**src/common/iso_input_pkg.sv**
```systemverilog
package iso_input_pkg;
  // ------------------------------------------------------------
  // register offsets within the four-byte window
  // ------------------------------------------------------------
  localparam logic [1:0] OFS_BYTE0 = 2'h0;  // inputs 0-7, clears flag 0
  localparam logic [1:0] OFS_BYTE1 = 2'h1;  // inputs 8-15
  localparam logic [1:0] OFS_BYTE2 = 2'h2;  // inputs 16-23, clears flag 16
  localparam logic [1:0] OFS_BYTE3 = 2'h3;  // inputs 24-31

  // ------------------------------------------------------------
  // decode, channel and request-line constants
  // ------------------------------------------------------------
  localparam logic [7:0] BASE_SEL_DEFAULT = 8'hC0;   // 300h >> 2
  localparam int         FIRST_CH         = 0;       // first irq source
  localparam int         SECOND_CH        = 16;      // second irq source
  localparam int         NUM_CH           = 32;      // input channels
  localparam int         NUM_LINES        = 8;       // request lines
  localparam int         BYTE_W           = 8;       // channels per byte
  localparam int         ADDR_HI          = 9;       // top decoded line
  localparam int         ADDR_LO          = 2;       // lowest decoded line
  localparam int         ARM_DEPTH        = 3;       // edges before detect
  localparam logic [7:0] NO_LINE          = 8'h00;   // irq disabled
  localparam logic       EDGE_RISE        = 1'b1;    // trigger on rise
  localparam logic       EDGE_FALL        = 1'b0;    // trigger on fall
  // request line numbers, select bit index 0..7
  localparam logic [3:0] LINE_NUM [NUM_LINES] =
    '{4'h2, 4'h3, 4'h5, 4'h7, 4'hA, 4'hB, 4'hC, 4'hF};
endpackage

```
**src/logic/isolated_input_port_irq.sv**
```systemverilog
`timescale 1ns/1ps
// Contract
// - four byte addresses return inputs 0-31
// - reads give present input state, bit per channel
// - any write to byte 0/2 clears flag
// - only channels 0 and 16 raise interrupts
// - defaults: channel 0 rising, channel 16 falling
// - each irq routed to one line, none disables
// - address lines 9..2 compared to base switch
module isolated_input_port_irq
  import iso_input_pkg::*;
(
  // clock and reset
  input  wire logic                 sys_clk_i,
  input  wire logic                 nrst_i,
  // host i/o bus
  input  wire logic [9:0]           io_addr_i,
  input  wire logic                 io_rd_i,
  input  wire logic                 io_wr_i,
  input  wire logic [7:0]           io_wdata_i,
  output logic      [7:0]           io_rdata_o,
  output logic                      io_rvalid_o,
  // board straps
  input  wire logic [7:0]           base_address_switch_i,
  input  wire logic [NUM_LINES-1:0] first_irq_line_sel_i,
  input  wire logic [NUM_LINES-1:0] second_irq_line_sel_i,
  input  wire logic                 first_edge_select_i,
  input  wire logic                 second_edge_select_i,
  // field inputs and request lines
  input  wire logic [NUM_CH-1:0]    isolated_input_i,
  output logic      [NUM_LINES-1:0] irq_line_o
);

  // ------------------------------------------------------------
  // input synchronisers
  // ------------------------------------------------------------
  logic [NUM_CH-1:0] in_meta_ff;   // first stage, read only by next
  logic [NUM_CH-1:0] in_sync_ff;   // safe copy of the field inputs
  logic [NUM_CH-1:0] in_prev_ff;   // last cycle, for edge detection

  // two flops per channel since inputs are asynchronous
  always_ff @(posedge sys_clk_i or negedge nrst_i) begin
    if (!nrst_i) begin
      in_meta_ff <= '0;
      in_sync_ff <= '0;
      in_prev_ff <= '0;
    end else begin
      in_meta_ff <= isolated_input_i;
      in_sync_ff <= in_meta_ff;
      in_prev_ff <= in_sync_ff;
    end
  end

  // ------------------------------------------------------------
  // address decode
  // ------------------------------------------------------------
  // hit when address bits 9..2 match the base switch
  function automatic logic addr_hit(input logic [9:0] a,
                                    input logic [7:0] sw);
    addr_hit = (a[ADDR_HI:ADDR_LO] == sw);
  endfunction

  logic       hit;       // access inside the window
  logic [1:0] ofs;       // byte offset in window
  assign hit = addr_hit(io_addr_i, base_address_switch_i);
  assign ofs = io_addr_i[ADDR_LO-1:0];

  logic clr_first;   // write to byte 0
  logic clr_second;  // write to byte 2
  // writes to bytes 1 and 3 decode to nothing
  assign clr_first  = hit && io_wr_i && (ofs == OFS_BYTE0);
  assign clr_second = hit && io_wr_i && (ofs == OFS_BYTE2);

  // ------------------------------------------------------------
  // read path
  // ------------------------------------------------------------
  // registered read data; live state at the read cycle
  always_ff @(posedge sys_clk_i or negedge nrst_i) begin
    if (!nrst_i) begin
      io_rdata_o  <= 8'h00;
      io_rvalid_o <= 1'b0;
    end else begin
      io_rvalid_o <= hit && io_rd_i;
      if (hit && io_rd_i) begin
        io_rdata_o <= in_sync_ff[BYTE_W*ofs +: BYTE_W];
      end else begin
        io_rdata_o <= 8'h00;  // idle bus reads as zero
      end
    end
  end

  // ------------------------------------------------------------
  // edge detect and interrupt flags
  // ------------------------------------------------------------
  // prev only holds a real pin sample once three edges have passed;
  // until then a pin high at release would look like a rise
  logic [ARM_DEPTH-1:0] arm_ff;   // fills with ones after release
  logic                 edge_ok;  // edge detector may fire

  // arming shift register, cleared by every reset
  always_ff @(posedge sys_clk_i or negedge nrst_i) begin
    if (!nrst_i) begin
      arm_ff <= '0;
    end else begin
      arm_ff <= {arm_ff[ARM_DEPTH-2:0], 1'b1};
    end
  end

  assign edge_ok = arm_ff[ARM_DEPTH-1];

  // chosen-edge detect, shared by both interrupt sources
  // edge select: high picks rising, low picks falling
  function automatic logic edge_seen(input logic now_lvl,
                                     input logic old_lvl,
                                     input logic rise);
    edge_seen = (rise == EDGE_RISE) ? (now_lvl & ~old_lvl) :
                                      (~now_lvl & old_lvl);
  endfunction

  logic first_evt;    // chosen edge on channel 0
  logic second_evt;   // chosen edge on channel 16
  assign first_evt  = edge_ok &&
    edge_seen(in_sync_ff[FIRST_CH], in_prev_ff[FIRST_CH],
              first_edge_select_i);
  assign second_evt = edge_ok &&
    edge_seen(in_sync_ff[SECOND_CH], in_prev_ff[SECOND_CH],
              second_edge_select_i);

  logic first_flag_ff;   // latched channel 0 request
  logic second_flag_ff;  // latched channel 16 request

  // set wins over clear so a coincident edge is not lost
  always_ff @(posedge sys_clk_i or negedge nrst_i) begin
    if (!nrst_i) begin
      first_flag_ff <= 1'b0;
    end else if (first_evt) begin
      first_flag_ff <= 1'b1;
    end else if (clr_first) begin
      first_flag_ff <= 1'b0;
    end
  end

  always_ff @(posedge sys_clk_i or negedge nrst_i) begin
    if (!nrst_i) begin
      second_flag_ff <= 1'b0;
    end else if (second_evt) begin
      second_flag_ff <= 1'b1;
    end else if (clr_second) begin
      second_flag_ff <= 1'b0;
    end
  end

  // ------------------------------------------------------------
  // request line routing
  // ------------------------------------------------------------
  // a flag held high keeps its line high; one-hot select assumed,
  // several jumpers fitted would drive several lines
  genvar gi;
  generate
    for (gi = 0; gi < NUM_LINES; gi++) begin : g_line
      always_ff @(posedge sys_clk_i or negedge nrst_i) begin
        if (!nrst_i) begin
          irq_line_o[gi] <= 1'b0;
        end else begin
          irq_line_o[gi] <=
            (first_flag_ff  & first_irq_line_sel_i[gi]) |
            (second_flag_ff & second_irq_line_sel_i[gi]);
        end
      end
    end
  endgenerate

  // ------------------------------------------------------------
  // assertions
  // ------------------------------------------------------------
  a_read_data: assert property (
    @(posedge sys_clk_i) disable iff (!nrst_i)
    hit && io_rd_i |=> io_rvalid_o &&
      io_rdata_o == $past(in_sync_ff[BYTE_W*ofs +: BYTE_W]))
    else $error("read data does not match inputs");
  a_read_idle: assert property (
    @(posedge sys_clk_i) disable iff (!nrst_i)
    !(hit && io_rd_i) |=> !io_rvalid_o)
    else $error("read valid without read");
  a_clear_first: assert property (
    @(posedge sys_clk_i) disable iff (!nrst_i)
    clr_first && !first_evt |=> !first_flag_ff)
    else $error("flag 0 not cleared");
  a_clear_second: assert property (
    @(posedge sys_clk_i) disable iff (!nrst_i)
    clr_second && !second_evt |=> !second_flag_ff)
    else $error("flag 16 not cleared");
  a_set_first: assert property (
    @(posedge sys_clk_i) disable iff (!nrst_i)
    first_evt |=> first_flag_ff)
    else $error("flag 0 not set on edge");
  a_set_second: assert property (
    @(posedge sys_clk_i) disable iff (!nrst_i)
    second_evt |=> second_flag_ff)
    else $error("flag 16 not set on edge");
  a_route_line: assert property (
    @(posedge sys_clk_i) disable iff (!nrst_i)
    first_flag_ff && (first_irq_line_sel_i != NO_LINE) ##1
      $stable(first_irq_line_sel_i) |->
      (irq_line_o & first_irq_line_sel_i) == first_irq_line_sel_i)
    else $error("flag 0 not routed");
  a_route_second: assert property (
    @(posedge sys_clk_i) disable iff (!nrst_i)
    second_flag_ff && (second_irq_line_sel_i != NO_LINE) ##1
      $stable(second_irq_line_sel_i) |->
      (irq_line_o & second_irq_line_sel_i) == second_irq_line_sel_i)
    else $error("flag 16 not routed");
  a_no_line: assert property (
    @(posedge sys_clk_i) disable iff (!nrst_i)
    (first_irq_line_sel_i == NO_LINE) && (second_irq_line_sel_i == NO_LINE)
      |=> irq_line_o == NO_LINE)
    else $error("line driven with no select");
  a_flag_holds: assert property (
    @(posedge sys_clk_i) disable iff (!nrst_i)
    second_flag_ff && !clr_second |=> second_flag_ff)
    else $error("flag 16 dropped without clear");
  a_hold_first: assert property (
    @(posedge sys_clk_i) disable iff (!nrst_i)
    first_flag_ff && !clr_first |=> first_flag_ff)
    else $error("flag 0 dropped without clear");
  a_decode_base: assert property (
    @(posedge sys_clk_i) disable iff (!nrst_i)
    io_wr_i && (io_addr_i[9:2] != base_address_switch_i) && !first_evt
      && first_flag_ff |=> first_flag_ff)
    else $error("write outside window cleared flag");

  // main scenarios: live read, both edges, both clears
  c_read_hit:   cover property (@(posedge sys_clk_i) hit && io_rd_i);
  c_first_irq:  cover property (@(posedge sys_clk_i) first_evt);
  c_second_irq: cover property (@(posedge sys_clk_i) second_evt);
  c_clear_hit:  cover property (@(posedge sys_clk_i)
    clr_first && first_flag_ff);
  c_clear_two:  cover property (@(posedge sys_clk_i)
    clr_second && second_flag_ff);

endmodule // isolated_input_port_irq

```
**config.mk**
```make
export PLATFORM = sky130hd
export DESIGN_NAME = isolated_input_port_irq
export DESIGN_NICKNAME = d
export VERILOG_FILES = /design/src/common/iso_input_pkg.sv /design/src/logic/isolated_input_port_irq.sv
export SDC_FILE = /design/constraint.sdc
export NUM_CORES = 1
export LEC_CHECK = 0
export ABC_CLOCK_PERIOD_IN_PS = 3900
export BUFFER_PORTS_ARGS = -buffer_cell sky130_fd_sc_hd__buf_4
export CELL_PAD_IN_SITES_DETAIL_PLACEMENT = 1
export CELL_PAD_IN_SITES_GLOBAL_PLACEMENT = 1
export CORE_ASPECT_RATIO = 1.4
export CORE_MARGIN = 4
export CORE_UTILIZATION = 42
export DETAILED_ROUTE_END_ITERATION = 16
export PLACE_DENSITY = 0.8
export SYNTH_ARGS = -nofsm -noshare
export SYNTH_HDL_FRONTEND = slang
export SYNTH_SLANG_ARGS = --single-unit
```
**constraint.sdc**
```tcl
create_clock -name sys_clk_i -period 3.9 [get_ports sys_clk_i]
set_input_delay 0.39 -clock sys_clk_i [delete_from_list [all_inputs] [get_ports sys_clk_i]]
set_output_delay 0.39 -clock sys_clk_i [all_outputs]
set_load 0.02 [all_outputs]
```
==> summary.md <==
| Metric | Value |
|---|---|
| Status | complete, no violations |
| Drt first-iter violations | between 50 and 60 |
| Synth Cell Area | between 2000 and 3000 µm² |
| Vias post-DR | 1472 |
| Initial core utilization | 43.4% |
| Longest Clk Path Bufs | 2 |
| Root buf cell | clkbuf_8 |
| Crit share post-route | 35.5% |
| Final setup violation count | 0 |
| Wire per inst | roughly 16 µm |
| Worst-Margin Slew | 1040 ps |
| Final nets | 317 |
| Critical Path Fanout Max | 4 |
| PwrDens | ~470 nW/µm² |
| ANT nets after route | 0 |
| Max-slew violations | 0 |
| Total track usage | 13.6% |
| CP Data Arrival Time | 1640 ps |
| Hold Buf Count CTS | 0 |
| Net Count, Synth | 223 |
| Routed WL | 4950 µm |
| Number of global-route vias before repair | 1648 |
| Post-route DRC | 0 |
| # rows | 34 |
| Antenna violations before repair | 0 |
| Layout overhead on the synthesized area | 33.9% |
| Synthesized flop and latch total | 88 |
| Total gr overflow | 0 |
| Initial DRT Pass Iterations | 3 |
| Most frequent cells in the layout | 88 x dfrtp_1, 88 x buf_4, 9 x clkbuf_8 |
| Vias/cell | 4.69 |
| Antenna diode count | 0 |
| Filler cell count | approximately 590 |
| CTS sink cnt | 88 |
| Setup crit end kind | flop |
| Syn Inst Count | 143 |
| FF-to-FF path depth | 4 |
| RR Endpoint | second_flag_ff |
| Worst path cell trace | or3b_1 > a21boi_0 > nor3_1 > a21oi_1 |
| Max-cap violations | 0 |
| Clock transition at path regs | 90 ps |
| Post_cts resized | 0 |
| Worst r2r src | in_sync_ff[16] |
| Syn avg cell area | approximately 19 µm² |
| IO Port Bufs | 88 |
| Minimum clock period | 1390 ps |
| Reg2reg setup slack | 2510 ps |
| Global placer's final weighted congestion | 0.680 |
| Hold Worst Slack | 154 ps |
| Worst setup path start | in_sync_ff[16] |
| Final total power | approximately 1.7 mW |
| H-Tree Level Count | 3 |
| Max VDD drop | around 280 µV |
| Setup CP Type | flop to flop |
| Final hold vios | 0 |
| First-pass GRT wire length | roughly 8100 µm |
| Chip width | 75.9 µm |
| Hold Path Class | input pin to flop |
| Util after Layout | 58.1% |
| Critical Path Sink | second_flag_ff |
| Leak pwr | 1.73 nW |
| Yosys cell types | 20 |
| Clk_lat worst skew | 330 ps |
| Die Area | between 7000 and 8000 µm² |
| Unrepaired setup endpoints after global routing | no |
| Worst clock skew | 6.17 ps |
| CTS tree | built |
| TNS Setup | 0 ps |
| Maximum clock frequency | 721 MHz |
| Post-DP HPWL | 3660 µm |
| Io pins | slightly below 100 |
| Layout cell share with drive strength beyond 1 | 45.9% |
| Ys Warns | 0 |
| # Post-CTS Setup Buffers | 0 |
| Crit start category | flop |
| Largest net degree at the start of global routing | about 90 |
| Sequential-to-total area share from yosys stat | 81.2% |
| Total core area | 6250 µm² |
| CP max stage cell | dfrtp_1 |
| Max_slew headroom | 30.7% |
| Critical path required time | 4160 ps |
| Total CTS buffers | 9 |
| Worst stage delay on the critical path | 410 ps |
| Overall die height | 103 µm |
synth_stat cells (all sizes together):
cell    number  share of area (%)
dfrtp       88                 81
a21oi        2               0.37
mux4         8                6.6
nor4b        1               0.32
and2         9                2.1
buf          2               0.60
xor2         8                2.6
and3         1               0.23
conb         1               0.14
nor4         2               0.46
nor2         2               0.28
or3b         2               0.65
nor3         1               0.18
a21boi       2               0.55
clkbuf       3               0.42
a22o         8                2.6
nand2        1               0.14
nand3b       2               0.55
routing by layer:
layer	GRT usage [%]	part of all wire (%)	up-vias
li1	-	-	671
met1	14.8	37	744
met2	24.1	56	53
met3	3.93	6.4	4
met4	6.99	1.1	0
met5	0	0	-
metrics by stage:
stage	area (µm²)	cells	worst slack [ps]
2_1_floorplan	2710	143	2480
3_3_place_gp	3440	298	2250
3_5_place_dp	3440	298	2220
4_1_cts	3630	314	2480
5_1_grt	3630	314	2390
6_report	3630	314	2510
power breakdown:
group	switching, mW	internal (mW)	total [mW]
clock network	0.301	0.303	0.604
registers	0.0122	0.953	0.965
logic	0.0491	0.0733	0.122
total	0.362	1.33	1.69
worst max-delay path: cells and delay by family, from the launching register on:
family / cells / cell delay (ps)
AO/OA/AOI/OAI: 2 / 420
flip-flops: 1 / 410
AND/OR/NAND/NOR: 2 / 480
final cells by class:
class / instances / area (µm²) / share of cell area (%)
Timing Repair Buffer: 88 / 661 / 18.2
Sequential cell: 88 / 2200 / 60.6
Clock inverter: 5 / 66.3 / 1.83
Tap cell: 72 / 90.1 / 2.48
Clock buffer: 11 / 131 / 3.62
Multi-Input combinational cell: 50 / 483 / 13.3
worst min-delay path by stage:
stage / startpoint / end / slack (ps) / cells after the start
2_1_floorplan: nrst_i / arm_ff[0] / 90 / 0
3_3_place_gp: arm_ff[0] / arm_ff[1] / 330 / 0
3_5_place_dp: in_meta_ff[30] / in_sync_ff[30] / 340 / 0
4_1_cts: isolated_input_i[10] / in_meta_ff[10] / 130 / 1
5_1_grt: isolated_input_i[10] / in_meta_ff[10] / 120 / 1
6_report: isolated_input_i[10] / in_meta_ff[10] / 150 / 1
cell families after synthesis:
| logic type | Yosys count | synth area share [%] |
|---|---|---|
| multiplexers | 8 | 6.64 |
| XOR/XNOR | 8 | 2.58 |
| AO/OA/AOI/OAI | 12 | 3.51 |
| other | 1 | 0.138 |
| flip-flops | 88 | 81.2 |
| buffers and inverters | 5 | 1.01 |
| AND/OR/NAND/NOR | 21 | 4.94 |
sequential cells by signal (all words and copies together), names as in the netlist:
name	flops
io_rvalid_o	1
arm_ff	3
first_flag_ff	1
in_prev_ff	2
io_rdata_o	8
in_meta_ff	32
second_flag_ff	1
in_sync_ff	32
irq_line_o	8
Note: power is estimated with default switching activity, not from simulation.
